### config.mk
export PLATFORM = sky130hd
export DESIGN_NAME = fsus_top
export DESIGN_NICKNAME = d
export VERILOG_FILES = /design/src/shared/fsus_pkg.sv /design/src/shared/fsus_flag_if.sv /design/src/fsus_summary.sv /design/src/fsus_uart_flags.sv /design/src/fsus_top.sv
export SDC_FILE = /design/constraint.sdc
export NUM_CORES = 1
export LEC_CHECK = 0
export BUFFER_PORTS_ARGS = -buffer_cell sky130_fd_sc_hd__buf_2
export CAP_MARGIN = 20
export CELL_PAD_IN_SITES_DETAIL_PLACEMENT = 1
export CELL_PAD_IN_SITES_GLOBAL_PLACEMENT = 1
export CORE_AREA = 2 2 128 130
export CTS_CLUSTER_DIAMETER = 120
export DETAILED_ROUTE_END_ITERATION = 7
export DIE_AREA = 0 0 130 132
export PLACE_DENSITY = 0.77
export SYNTH_ARGS = -nofsm -noshare
export SYNTH_HDL_FRONTEND = slang
export SYNTH_SLANG_ARGS = --single-unit
### constraint.sdc
create_clock -name hclk -period 2.8 [get_ports hclk]
set_clock_uncertainty 0.15 [all_clocks]
set_input_delay 0.14 -clock hclk [delete_from_list [all_inputs] [get_ports hclk]]
set_output_delay 0.14 -clock hclk [all_outputs]
set_load 0.005 [all_outputs]
### src/shared/fsus_pkg.sv
package fsus_pkg;
	// register indices, byte address is four times the index
	localparam logic [11:0] IDX_SUMMARY  = 12'h52d;
	localparam logic [11:0] IDX_UART     = 12'h530;
	localparam logic [11:0] IDX_MASK     = 12'h540;
	localparam logic [11:0] IDX_UART_CLR = 12'h541;
	localparam logic [11:0] IDX_IRQ_STAT = 12'h542;
	localparam logic [11:0] IDX_IRQ_MASK = 12'h543;
	// index field inside haddr
	localparam int IDX_LSB = 2;
	localparam int IDX_MSB = 13;
	// fault source widths in bits
	localparam int PROT_W  = 16;
	localparam int COMP_W  = 80;
	localparam int BYTE_W  = 8;
	localparam int HBT_W   = 4;
	localparam int CELL_W  = 16;
	localparam int PWR_W   = 24;
	// mask register fields
	localparam int MSK_W     = 14;
	localparam int M_PROT    = 0;
	localparam int M_COMP    = 1;
	localparam int M_OTP     = 2;
	localparam int M_UART    = 3;
	localparam int M_CHAIN   = 4;
	localparam int M_HB      = 5;
	localparam int M_TONE    = 6;
	localparam int M_UPSTRM  = 7;
	localparam int M_OT      = 8;
	localparam int M_UT      = 9;
	localparam int M_OV      = 10;
	localparam int M_UV      = 11;
	localparam int M_SYS     = 12;
	localparam int M_PWR     = 13;
	// summary byte fields
	localparam int S_PROT = 7;
	localparam int S_COMP = 6;
	localparam int S_OTP  = 5;
	localparam int S_COMM = 4;
	localparam int S_TEMP = 3;
	localparam int S_VOLT = 2;
	localparam int S_SYS  = 1;
	localparam int S_PWR  = 0;
	// heartbeat and tone status fields
	localparam int H_FAST  = 0;
	localparam int H_MISS  = 1;
	localparam int H_TONE  = 2;
	localparam int H_UPSTR = 3;
	// uart status fields
	localparam int UST_W    = 5;
	localparam int U_TX     = 4;
	localparam int U_RXRSP  = 3;
	localparam int U_RXCMD  = 2;
	localparam int U_CLEAR  = 1;
	localparam int U_STOP   = 0;
	// interrupt status: uart events plus a summary rise
	localparam int IRQ_W    = 6;
	localparam int I_SUMM   = 5;
	// reset values
	localparam logic [MSK_W-1:0] MASK_RST = 14'h0000;
	localparam logic [UST_W-1:0] UST_RST  = 5'h00;
	localparam logic [IRQ_W-1:0] IRQ_RST  = 6'h00;
	localparam logic [31:0]      WORD_RST = 32'h0000_0000;
	localparam logic [11:0]      IDX_RST  = 12'h000;
	// power mode of the device
	typedef enum logic [1:0] {FSUS_ACTIVE, FSUS_SLEEP, FSUS_SHUTDOWN} fsus_mode_t;
	// bus data phase in progress
	typedef enum logic [1:0] {PH_IDLE, PH_READ, PH_WRITE} fsus_phase_t;
endpackage

### src/shared/fsus_flag_if.sv
`timescale 1ns/10ps
interface fsus_flag_if;
	import fsus_pkg::*;
	logic [MSK_W-1:0]  mask;
	logic [PROT_W-1:0] prot;
	logic [COMP_W-1:0] comp;
	logic [BYTE_W-1:0] otp;
	logic [BYTE_W-1:0] chain;
	logic [HBT_W-1:0]  hbt;
	logic [CELL_W-1:0] ot;
	logic [CELL_W-1:0] ut;
	logic [CELL_W-1:0] ov;
	logic [CELL_W-1:0] uv;
	logic [BYTE_W-1:0] sys;
	logic [PWR_W-1:0]  pwr;
	logic [UST_W-1:0]  ev;
	logic              ping;
	logic              wake;
	fsus_mode_t        mode;
	logic [UST_W-1:0]  clr;
	logic [UST_W-1:0]  status;
	logic [UST_W-1:0]  set;
	logic [BYTE_W-1:0] summary;
	modport summ (input mask, prot, comp, otp, chain, hbt, ot, ut, ov, uv, sys, pwr,
		status, output summary);
	modport flags (input ev, ping, wake, mode, clr, output status, set);
endinterface

### src/fsus_summary.sv
`timescale 1ns/10ps
module fsus_summary
	import fsus_pkg::*;
(
	// sources and masks in, summary byte out
	fsus_flag_if.summ s
);
	// masks are active high: a set mask bit hides its group
	function automatic logic hit(input logic msk, input logic any);
		return !msk && any;
	endfunction

	// purely combinational so each bit follows its sources (see [RULE17])
	always_comb begin
		s.summary[S_PROT] = hit(s.mask[M_PROT], |s.prot);
		s.summary[S_COMP] = hit(s.mask[M_COMP], |s.comp); // see [RULE1]
		s.summary[S_OTP]  = hit(s.mask[M_OTP], |s.otp); // see [RULE2]
		// see [RULE3]
		s.summary[S_COMM] = hit(s.mask[M_UART], |s.status)
			|| hit(s.mask[M_CHAIN], |s.chain)
			|| hit(s.mask[M_HB], s.hbt[H_FAST] || s.hbt[H_MISS]) // see [RULE4]
			|| hit(s.mask[M_TONE], s.hbt[H_TONE])
			|| hit(s.mask[M_UPSTRM], s.hbt[H_UPSTR]);
		s.summary[S_TEMP] = hit(s.mask[M_OT], |s.ot)
			|| hit(s.mask[M_UT], |s.ut); // see [RULE5]
		s.summary[S_VOLT] = hit(s.mask[M_OV], |s.ov)
			|| hit(s.mask[M_UV], |s.uv); // see [RULE6]
		s.summary[S_SYS]  = hit(s.mask[M_SYS], |s.sys); // see [RULE7]
		s.summary[S_PWR]  = hit(s.mask[M_PWR], |s.pwr); // see [RULE8]
	end
endmodule

### src/fsus_uart_flags.sv
`timescale 1ns/10ps
module fsus_uart_flags
	import fsus_pkg::*;
(
	// clock and reset
	input  wire logic hclk,
	input  wire logic hresetn,
	// events in, sticky flags out
	fsus_flag_if.flags f
);
	// whole state of this module
	typedef struct packed {
		logic [UST_W-1:0] status; // sticky uart fault flags
	} fsus_flag_st_t;

	fsus_flag_st_t st;      // registered state
	fsus_flag_st_t next_st; // next state
	logic [UST_W-1:0] setv; // this cycle's set terms

	// set terms per flag
	always_comb begin
		setv          = f.ev;
		setv[U_TX]    = f.ev[U_TX]; // see [RULE9]
		setv[U_RXRSP] = f.ev[U_RXRSP]; // see [RULE10]
		setv[U_RXCMD] = f.ev[U_RXCMD]; // see [RULE11]
		// clear signal, or ping when awake or asleep, or wake pin when active
		setv[U_CLEAR] = f.ev[U_CLEAR] // see [RULE12]
			|| (f.ping && (f.mode == FSUS_ACTIVE || f.mode == FSUS_SLEEP)) // see [RULE13]
			|| (f.wake && f.mode == FSUS_ACTIVE);
		// a ping while already active counts as a stray stop
		setv[U_STOP]  = f.ev[U_STOP] // see [RULE14]
			|| (f.ping && f.mode == FSUS_ACTIVE); // see [RULE15]
	end

	// set wins over a same-cycle clear so no event is lost
	always_comb begin
		next_st        = st;
		next_st.status = (st.status & ~f.clr) | setv;
	end

	// state register
	always_ff @(posedge hclk or negedge hresetn) begin
		if (!hresetn) begin
			st <= '{status: UST_RST};
		end else begin
			st <= next_st;
		end
	end

	assign f.status = st.status;
	assign f.set    = setv;
endmodule

### src/fsus_top.sv
// Local design decision: the AHB-Lite interface to the registers.
`timescale 1ns/10ps
// Behaviour
// [RULE1] adc compare bit: unmasked and any compare fault
// [RULE2] nvm bit: unmasked and any nvm fault
// [RULE3] comm bit: unmasked uart or chain faults
// [RULE4] comm bit: heartbeat, tone, upstream each masked
// [RULE5] temperature bit: unmasked over or under fault
// [RULE6] voltage bit: unmasked over or under fault
// [RULE7] system bit: unmasked and any system fault
// [RULE8] power bit: unmasked and any rail fault
// [RULE9] bit 4 set on response transmit error
// [RULE10] bit 3 set on response receive error
// [RULE11] bit 2 set on command receive error
// [RULE12] bit 1 set on link clear signal
// [RULE13] bit 1 also on ping or wake; code takes ping only in active or sleep mode, wake only in active mode
// [RULE14] bit 0 set on unexpected stop
// [RULE15] bit 0 also on ping while active
// [RULE16] summary register mirrors the fault pin
// [RULE17] summary bits follow sources and masks continuously
module fsus_top
	import fsus_pkg::*;
(
	// clock and reset
	input  wire logic              hclk,
	input  wire logic              hresetn,
	// ahb-lite slave
	input  wire logic              hsel,
	input  wire logic [31:0]       haddr,
	input  wire logic [1:0]        htrans,
	input  wire logic              hwrite,
	input  wire logic [2:0]        hsize,
	input  wire logic [31:0]       hwdata,
	input  wire logic              hready,
	output logic                   hreadyout,
	output logic                   hresp,
	output logic [31:0]            hrdata,
	// fault detector status inputs, level
	input  wire logic [PROT_W-1:0] prot_fault,
	input  wire logic [COMP_W-1:0] adc_compare_fault,
	input  wire logic [BYTE_W-1:0] nvm_fault,
	input  wire logic [BYTE_W-1:0] chain_link_fault_status,
	input  wire logic [HBT_W-1:0]  heartbeat_tone_status,
	input  wire logic [CELL_W-1:0] over_temp_fault,
	input  wire logic [CELL_W-1:0] under_temp_fault,
	input  wire logic [CELL_W-1:0] over_volt_fault,
	input  wire logic [CELL_W-1:0] under_volt_fault,
	input  wire logic [BYTE_W-1:0] system_fault,
	input  wire logic [PWR_W-1:0]  power_rail_fault,
	// host uart event pulses
	input  wire logic              tx_response_error,
	input  wire logic              rx_response_error,
	input  wire logic              rx_command_error,
	input  wire logic              link_clear_seen,
	input  wire logic              unexpected_stop_seen,
	input  wire logic              sleep_exit_ping,
	input  wire logic              wake_seen,
	input  wire fsus_mode_t        dev_mode,
	// fault pin and interrupt
	output logic                   fault_output_pin_n,
	output logic                   irq
);

	// whole state of the top module
	typedef struct packed {
		fsus_phase_t      phase;    // pending data phase
		logic [11:0]      idx;      // index taken at the address phase
		logic [31:0]      rdata;    // read data for the data phase
		logic [MSK_W-1:0] mask;     // summary group masks
		logic [UST_W-1:0] uclr;     // one-cycle clear of uart flags
		logic [IRQ_W-1:0] irq_stat; // sticky interrupt events
		logic [IRQ_W-1:0] irq_mask; // interrupt enables
		logic             fault;    // registered any-summary level
	} fsus_top_st_t;

	localparam fsus_top_st_t ST_RST = '{
		phase:    PH_IDLE,
		idx:      IDX_RST,
		rdata:    WORD_RST,
		mask:     MASK_RST,
		uclr:     UST_RST,
		irq_stat: IRQ_RST,
		irq_mask: IRQ_RST,
		fault:    1'b0
	};

	fsus_top_st_t st;      // registered state
	fsus_top_st_t next_st; // next state

	// channel to the two helper blocks
	fsus_flag_if fl ();

	logic              take;   // address phase accepted this edge
	logic [IRQ_W-1:0]  events; // interrupt events this cycle
	logic              any;    // any summary bit set now

	// address decode, used for reads and writes alike
	function automatic logic reg_hit(input logic [31:0] a, input logic [11:0] idx);
		return (a[31:IDX_MSB+1] == '0) && (a[IDX_MSB:IDX_LSB] == idx);
	endfunction

	// zero-extend a byte-wide register into a bus word
	function automatic logic [31:0] word8(input logic [BYTE_W-1:0] b);
		return {24'h00_0000, b};
	endfunction

	// ------------------------------------------------------------
	// sources into the helper blocks
	// ------------------------------------------------------------

	// fault levels and masks feed the summary logic
	assign fl.mask  = st.mask;
	assign fl.prot  = prot_fault;
	assign fl.comp  = adc_compare_fault;
	assign fl.otp   = nvm_fault;
	assign fl.chain = chain_link_fault_status;
	assign fl.hbt   = heartbeat_tone_status;
	assign fl.ot    = over_temp_fault;
	assign fl.ut    = under_temp_fault;
	assign fl.ov    = over_volt_fault;
	assign fl.uv    = under_volt_fault;
	assign fl.sys   = system_fault;
	assign fl.pwr   = power_rail_fault;

	// uart events, packed in status bit order
	assign fl.ev = {tx_response_error, rx_response_error, rx_command_error,
		link_clear_seen, unexpected_stop_seen};
	assign fl.ping = sleep_exit_ping;
	assign fl.wake = wake_seen;
	assign fl.mode = dev_mode;
	assign fl.clr  = st.uclr;

	// summary byte, combinational from sources
	fsus_summary u_summary (
		.s (fl.summ)
	);

	// sticky uart flags
	fsus_uart_flags u_flags (
		.hclk    (hclk),
		.hresetn (hresetn),
		.f       (fl.flags)
	);

	// ------------------------------------------------------------
	// bus and register logic
	// ------------------------------------------------------------

	// a transfer is taken on nonseq or seq with the bus ready
	assign take = hsel && htrans[1] && hready;

	// any summary bit drives the fault pin
	assign any = |fl.summary;

	// interrupt sources: every uart flag set plus a new summary fault
	assign events = {any && !st.fault, fl.set};

	// next-state logic for the whole module
	always_comb begin
		next_st = st;
		// clear pulses last one cycle only
		next_st.uclr = UST_RST;
		// the pin level is one cycle behind the summary byte (see [RULE16])
		next_st.fault = any;

		// write data phase: hwdata stands now, apply it at this edge
		if (st.phase == PH_WRITE) begin
			unique case (st.idx)
				IDX_MASK: begin
					// masks steer the summary groups
					next_st.mask = hwdata[MSK_W-1:0];
				end
				IDX_UART_CLR: begin
					// write one clears the matching uart flag
					next_st.uclr = hwdata[UST_W-1:0];
				end
				IDX_IRQ_STAT: begin
					// write one clears, applied before new events below
					next_st.irq_stat = st.irq_stat & ~hwdata[IRQ_W-1:0];
				end
				IDX_IRQ_MASK: begin
					// a one enables that status bit onto irq
					next_st.irq_mask = hwdata[IRQ_W-1:0];
				end
				default: begin
					// read-only or unmapped: write is dropped, answer stays okay
				end
			endcase
		end

		// new events win over a clear in the same cycle
		next_st.irq_stat = next_st.irq_stat | events;

		// address phase: capture target and prepare read data
		if (take) begin
			next_st.idx   = haddr[IDX_MSB:IDX_LSB];
			next_st.phase = hwrite ? PH_WRITE : PH_READ;
			next_st.rdata = WORD_RST;
			if (!hwrite) begin
				// mask and irq reads see the value after any write of this edge; summary and uart reads see the value before it
				if (reg_hit(haddr, IDX_SUMMARY)) begin
					// software copy of the fault pin source (see [RULE16])
					next_st.rdata = word8(fl.summary);
				end else if (reg_hit(haddr, IDX_UART)) begin
					// sticky uart flags, upper bits reserved as zero
					next_st.rdata = {27'h000_0000, fl.status};
				end else if (reg_hit(haddr, IDX_MASK)) begin
					next_st.rdata = {18'h0_0000, next_st.mask};
				end else if (reg_hit(haddr, IDX_IRQ_STAT)) begin
					next_st.rdata = {26'h000_0000, next_st.irq_stat};
				end else if (reg_hit(haddr, IDX_IRQ_MASK)) begin
					next_st.rdata = {26'h000_0000, next_st.irq_mask};
				end else begin
					// clear register and unmapped words read as zero
					next_st.rdata = WORD_RST;
				end
			end
			if (!reg_hit(haddr, haddr[IDX_MSB:IDX_LSB])) begin
				// outside the window: keep no write pending
				next_st.phase = PH_IDLE;
			end
		end else begin
			// no transfer: nothing pending for the next cycle
			next_st.phase = PH_IDLE;
		end
	end

	// state register, constant values under reset
	always_ff @(posedge hclk or negedge hresetn) begin
		if (!hresetn) begin
			st <= ST_RST;
		end else begin
			st <= next_st;
		end
	end

	// ------------------------------------------------------------
	// outputs
	// ------------------------------------------------------------

	// zero wait states: every data phase completes in one cycle
	assign hreadyout = 1'b1;

	// always okay; unmapped words just read zero
	assign hresp = 1'b0;

	// read data comes straight from its register
	assign hrdata = st.rdata;

	// fault pin is active low while any summary bit is set
	assign fault_output_pin_n = !st.fault;

	// level interrupt, high while any enabled status bit is set
	assign irq = |(st.irq_stat & st.irq_mask);

	// hsize is not checked: only whole-word transfers are expected,
	// a narrower write still lands in the low bits of the word
	logic unused_hsize;
	assign unused_hsize = ^hsize;

endmodule

After elaboration in Yosys (flattened, before gate mapping)
Cells that the tools add are included.
- eq/ne operators: 11
- muxes and demuxes: 14
- bitwise logic cells: 7
- reductions and logical operators: 66
- operators by type and width (operator ; number):
    $eq A12 B11 Y1 const B ; 9
    $reduce_or A16 Y1 ; 5
    $reduce_or A80 Y1 ; 1
    $mux W14 ; 5
    $reduce_or A8 Y1 ; 4
    $mux W31 ; 1
    $logic_and A1 B1 Y1 ; 25
    $mux W6 ; 4
    $reduce_or A24 Y1 ; 1
    $logic_not A18 Y1 ; 1
    $logic_not A1 Y1 ; 15
    $and A6 B6 Y6 ; 2
    $logic_or A1 B1 Y1 ; 11
    $mux W2 ; 3
    $not A6 Y6 ; 1
    $or A6 B6 Y6 ; 1
    $reduce_or A6 Y1 ; 1
    $and A5 B5 Y5 ; 1
    $mux W5 ; 1
    $not A5 Y5 ; 1
    $or A5 B5 Y5 ; 1
    $reduce_or A5 Y1 ; 1
    $eq A2 B1 Y1 const B ; 1
    $eq A2 B2 Y1 const B ; 1
    $logic_not A2 Y1 ; 1
- bits in registers: 83
- input port bits: 295

Depth between registers and ports, before layout
- depth in word-level cells: 14
- depth in mapped cells: 9
- gate-level depth less buffers: 7

Modules after synthesis
From an unflattened synthesis, not the netlist that was laid out.
- cells, all modules: 396
- area total of the unflattened synthesis: 3921.3 µm²
- by module, submodules not included (module ; times used ; cells an instance ; area an instance (µm²) ; seq. area each (µm²)):
    fsus_top ; 1 ; 293 ; 3166.8 ; 1501.4
    fsus_summary ; 1 ; 81 ; 511.7 ; 0.0
    fsus_uart_flags ; 1 ; 22 ; 242.7 ; 125.1

Worst setup path after synthesis
No wires, ideal clock.
- path kind: register to register
- start: register st[69] (netlist name)
- end: register st (netlist bit hrdata[5])
- setup time: 0.124 ns
- arrival: 1.824 ns
- data required time: 2.526 ns
- slack: 0.702 ns
- stages on the path, launching flop included: 9
- buffers on the path: 1
- cells stage by stage: dfrtp_1 -> nor4b_4 -> nand4_1 -> or2_1 -> buf_6 -> mux2_4 -> a21oi_2 -> o21ai_0 -> or2_1
- RTL lines (element ; line ; RTL):
    from (decl) ; fsus_top.sv:87 ; fsus_top_st_t st;
    from (signal assigned) ; fsus_top.sv:233 ; st <= next_st;

Worst setup path after layout
- start: input haddr[23]
- end: register st (netlist bit hrdata[5])
- cells in the longest elaborated chain, start to end: 8
- elaborated cells between the ends (all ways): 12
- ends and longest elaborated chain (element ; line ; RTL):
    from (decl) ; fsus_top.sv:29 ; input wire logic [31:0] haddr,
    $logic_not A18 Y1 (*) ; fsus_top.sv:99 ; return (a[31:IDX_MSB+1] == '0) && (a[IDX_MSB:IDX_LSB] == idx);
    $logic_and A1 B1 Y1 ; fsus_top.sv:99 ;
    $mux W6 ; fsus_top.sv:211 ; end else if (reg_hit(haddr, IDX_IRQ_MASK)) begin
    $mux W6 ; fsus_top.sv:209 ; end else if (reg_hit(haddr, IDX_IRQ_STAT)) begin
    $mux W14 ; fsus_top.sv:207 ; end else if (reg_hit(haddr, IDX_MASK)) begin
    $mux W14 ; fsus_top.sv:204 ; end else if (reg_hit(haddr, IDX_UART)) begin
    $mux W14 (*) ; fsus_top.sv:201 ; if (reg_hit(haddr, IDX_SUMMARY)) begin
    $mux W14 (*) ; fsus_top.sv:199 ; if (!hwrite) begin
Mark *: on every way between the ends. The rest lies on a longest branch, timed or not.
A chain may end at the register's enable or synchronous reset.

==> impl_metrics.py <==
metrics = {
    "layout": {
        "fill_cells": 1899,
        "postLayoutCoreUtil": 0.385,
        "final_nets": 996,
        "synthToLayoutAreaGrowth_pct": 60.1,
        "diodes": 0,
        "final_layout_size_suffix_gt1_frac": 0.491,
    },
    "floorplanning": {
        "die_h_um": 132,
        "std_cell_rows": 46,
        "dieArea_um2": 17200,
        "core_area_um2": 15700,
        "io_pins": 331,
        "start_util": 0.240,
        "fp.dieW_um": 130,
    },
    "clock_tree": {
        "h-tree-depth": 3,
        "clk_pin_slew_ns": 0.05,
        "post_cts_buffers": 0,
        "insertion_delay_ns": 0.33,
        "cts_buffer_depth": 2,
        "cts_root_buf": "clkbuf_16",
        "cts_num_sinks": 65,
        "cts_tree": "done",
        "cts_made_buffers": 9,
    },
    "worst_setup_path": {
        "cpPeakStageDelay_ns": 0.56,
        "cp_top_family": "buffers and inverters",
        "path_class": "primary input to flop",
        "reg2reg_slack_ns": 0.22,
        "cp_max_fo": 6,
        "critPathSlowestCell": "dlygate4sd3_1",
        "worst_ep_required_time_ns": 2.87,
        "startpoint_type": "primary input",
        "crit_arrival_ns": 2.72,
        "end_kind": "flop",
        "cp_cell_sequence": "dlygate4sd3_1 > buf_2 > nor2_1 > dlygate4sd3_1 > nand3_1 > nor2_2 > and4_1 > a211o_1 > o21ai_0 > or2_1",
        "path_common_cell": "dlygate4sd3_1",
        "critPathBufInv": 3,
    },
    "drt": {
        "viasPerCell": 4.67,
        "drc": 0,
        "first_iter_violations": 121,
        "vias": 4298,
        "wl_per_cell_um": 17.2,
        "postRouteAntennaNets": 0,
        "routed_wl_mm": 15.8,
        "drt_first_pass_iters": 4,
    },
    "synthesis": {
        "ys.flop_type": "dfrtp_1",
        "seq_area_frac_synth": 0.431,
        "ys_warn_count": 0,
        "async_reset_ff_frac": 1.00,
        "synth.avg_cell_area_um2": 9.99,
        "synth_cell_types": 53,
        "ys_seq_elements": 65,
        "synth_edf_count": 0,
        "syn_inst": 378,
        "synthesis.area_um2": 3780,
    },
    "power_and_ir_drop": {
        "ir_drop_mv": 0.306,
        "p_per_area_nw_per_um2": 427,
        "p_sw_mw": 0.593,
        "p_sw_frac": 0.230,
        "power_frac_seq": 0.396,
        "clkPwrFrac": 0.457,
        "leakage_nw": 3.00,
        "p_comb_frac": 0.147,
        "p_int_mw": 1.99,
    },
    "placement": {
        "dp_hpwl_mm": 12.8,
        "routabilityCongestion": 0.795,
        "port_buffers": 286,
    },
    "status": {
        "status": "complete, no violations",
    },
    "timing": {
        "setup_viol": 0,
        "fin_crit_ns": 2.65,
        "max_freq_mhz": 377,
        "hold_viol": 0,
        "tightest_slew_ns": 0.717,
        "relSlewSlack": 0.521,
        "finalMaxSlewViolations": 0,
        "setup_tns_ns": 0,
        "fin_crit_sh": 0.948,
        "rsz0062_at_grt": "false",
    },
    "global_routing": {
        "grt_overflow": 0,
        "antenna_found_initial": 0,
        "grt_pass1_wl_mm": 24.2,
        "grt_max_degree": 30,
        "grt_usage": 0.183,
        "grt_pass1_vias": 4672,
    },
    "flow_run": {
        "cap_violations": 0,
    },
    "min_path": {
        "hold_path_class": "primary input to flop",
    },
}
-- synth_stat cells, types with 2 or more instances --
master / count / area (um2)
or2_1: 2 / 12.5
o21ai_1: 3 / 15.0
nor4_2: 2 / 25.0
a31oi_1: 3 / 18.8
nor4b_4: 2 / 47.6
a32o_1: 6 / 60.1
nand4_1: 10 / 62.6
and4_1: 2 / 17.5
a41oi_1: 3 / 26.3
mux2i_1: 6 / 60.1
nor2_1: 20 / 75.1
nand3_1: 5 / 25.0
nor4_1: 59 / 369
buf_1: 3 / 11.3
nand2_1: 17 / 63.8
a211oi_1: 6 / 45.0
nor3_1: 6 / 30.0
clkbuf_1: 2 / 7.51
nor2b_1: 3 / 18.8
a221o_1: 5 / 50.1
and2_1: 5 / 31.3
nor4b_1: 2 / 17.5
or4b_1: 2 / 20.0
dfrtp_1: 65 / 1630
inv_1: 20 / 75.1
buf_2: 2 / 10.0
nand2b_1: 3 / 18.8
a211o_1: 2 / 17.5
a21oi_1: 13 / 65.1
o21ai_0: 9 / 45.0
buf_6: 2 / 22.5
a22oi_1: 8 / 60.1
mux2_2: 25 / 282
buf_4: 34 / 255
conb_1: 2 / 7.51
a41o_1: 2 / 20.0
-- power by group through the flow --
stage               logic [mW]  registers (mW)  clock network, mW
global placement         0.331            1.03                  0
floorplan                0.118            1.02                  0
CTS                      0.382            1.02               1.20
finish                   0.380            1.02               1.18
global route             0.422            1.03               1.25
detailed placement       0.339            1.04                  0
-- worst reg2reg max path: cells and delay by family (launching register included) --
kind | cells | cell delay [ns]
buf+inv | 1 | 0.55
flops | 1 | 0.42
simple gates | 5 | 1.35
-- state kept, by name, summed over array words and instances, names as in the netlist --
name              cells
st                   27
fl.mask              14
hrdata               14
fl.clr                5
u_flags.f.status      5
-- path summary, 6_finish.rpt --
path,from,endpoint,cells after the start
min in group asynchronous,hresetn,st[69],2
setup reg to reg,st[69],st[8],6
hold / removal,dev_mode[1],u_flags.f.status[1],4
setup / recovery,haddr[23],hrdata[5],10
hold reg to reg,fl.clr[4],u_flags.f.status[4],1
max in group asynchronous,hresetn,hrdata[12],3
-- cell families (layout without fill, tap and decap cells) --
kind of cell	count (synthesis)	after routing	synth area share
DFF	65	65	0.431
other	2	20	0.00199
AOI/OAI and AO/OA	65	65	0.123
muxes	32	32	0.0944
and+or+nand+nor	151	151	0.249
buffers and inverters	63	372	0.101
-- layout by cell type, fill, tap and decap left out, drive strengths merged, types with 13 or more instances in the layout --
master and count:
nand2 17, clkbuf 13, nor4 61, conb 20, inv 20, dlygate4sd3 43, nor2 21, dfrtp 65
mux2 26, a21oi 14, buf 294
-- routing by layer --
layer | share of wire | track usage | vias up
met5 | 0 | 0 | -
met4 | 0.019 | 0.0579 | 0
met3 | 0.050 | 0.0276 | 21
met2 | 0.54 | 0.346 | 150
met1 | 0.39 | 0.206 | 2077
li1 | - | - | 2050
-- final cells by class --
class / count / area (um2) / area share
clock buffer: 13 / 280 / 0.0463
multi-input combinational: 268 / 1840 / 0.304
sequential: 65 / 1630 / 0.269
timing repair buffer: 337 / 1920 / 0.318
clock inverter: 2 / 35.0 / 0.00579
inverter: 20 / 75.1 / 0.0124
tap: 216 / 270 / 0.0447
-- stage by stage --
stage               total power [mW]  hold slack (ns)  instance area, um2  instances  setup slack (ns)
floorplan                       1.14           -0.306                3840        396             0.702
global placement                1.36           0.0782                5300        863             0.449
finish                          2.58           0.0544                6050        921             0.146
detailed placement              1.38           0.0801                5300        863             0.421
CTS                             2.60           0.0584                6040        921             0.150
global route                    2.70           0.0955                6050        921           0.00694
-- timing repair --
action                                  4_1_cts  5_1_grt
endpoints found under the setup margin        0        3
gates resized for setup                       0        2
hold endpoints to repair                     76        0
hold buffers                                 43        0
Note: power is estimated with default switching activity, not from simulation.
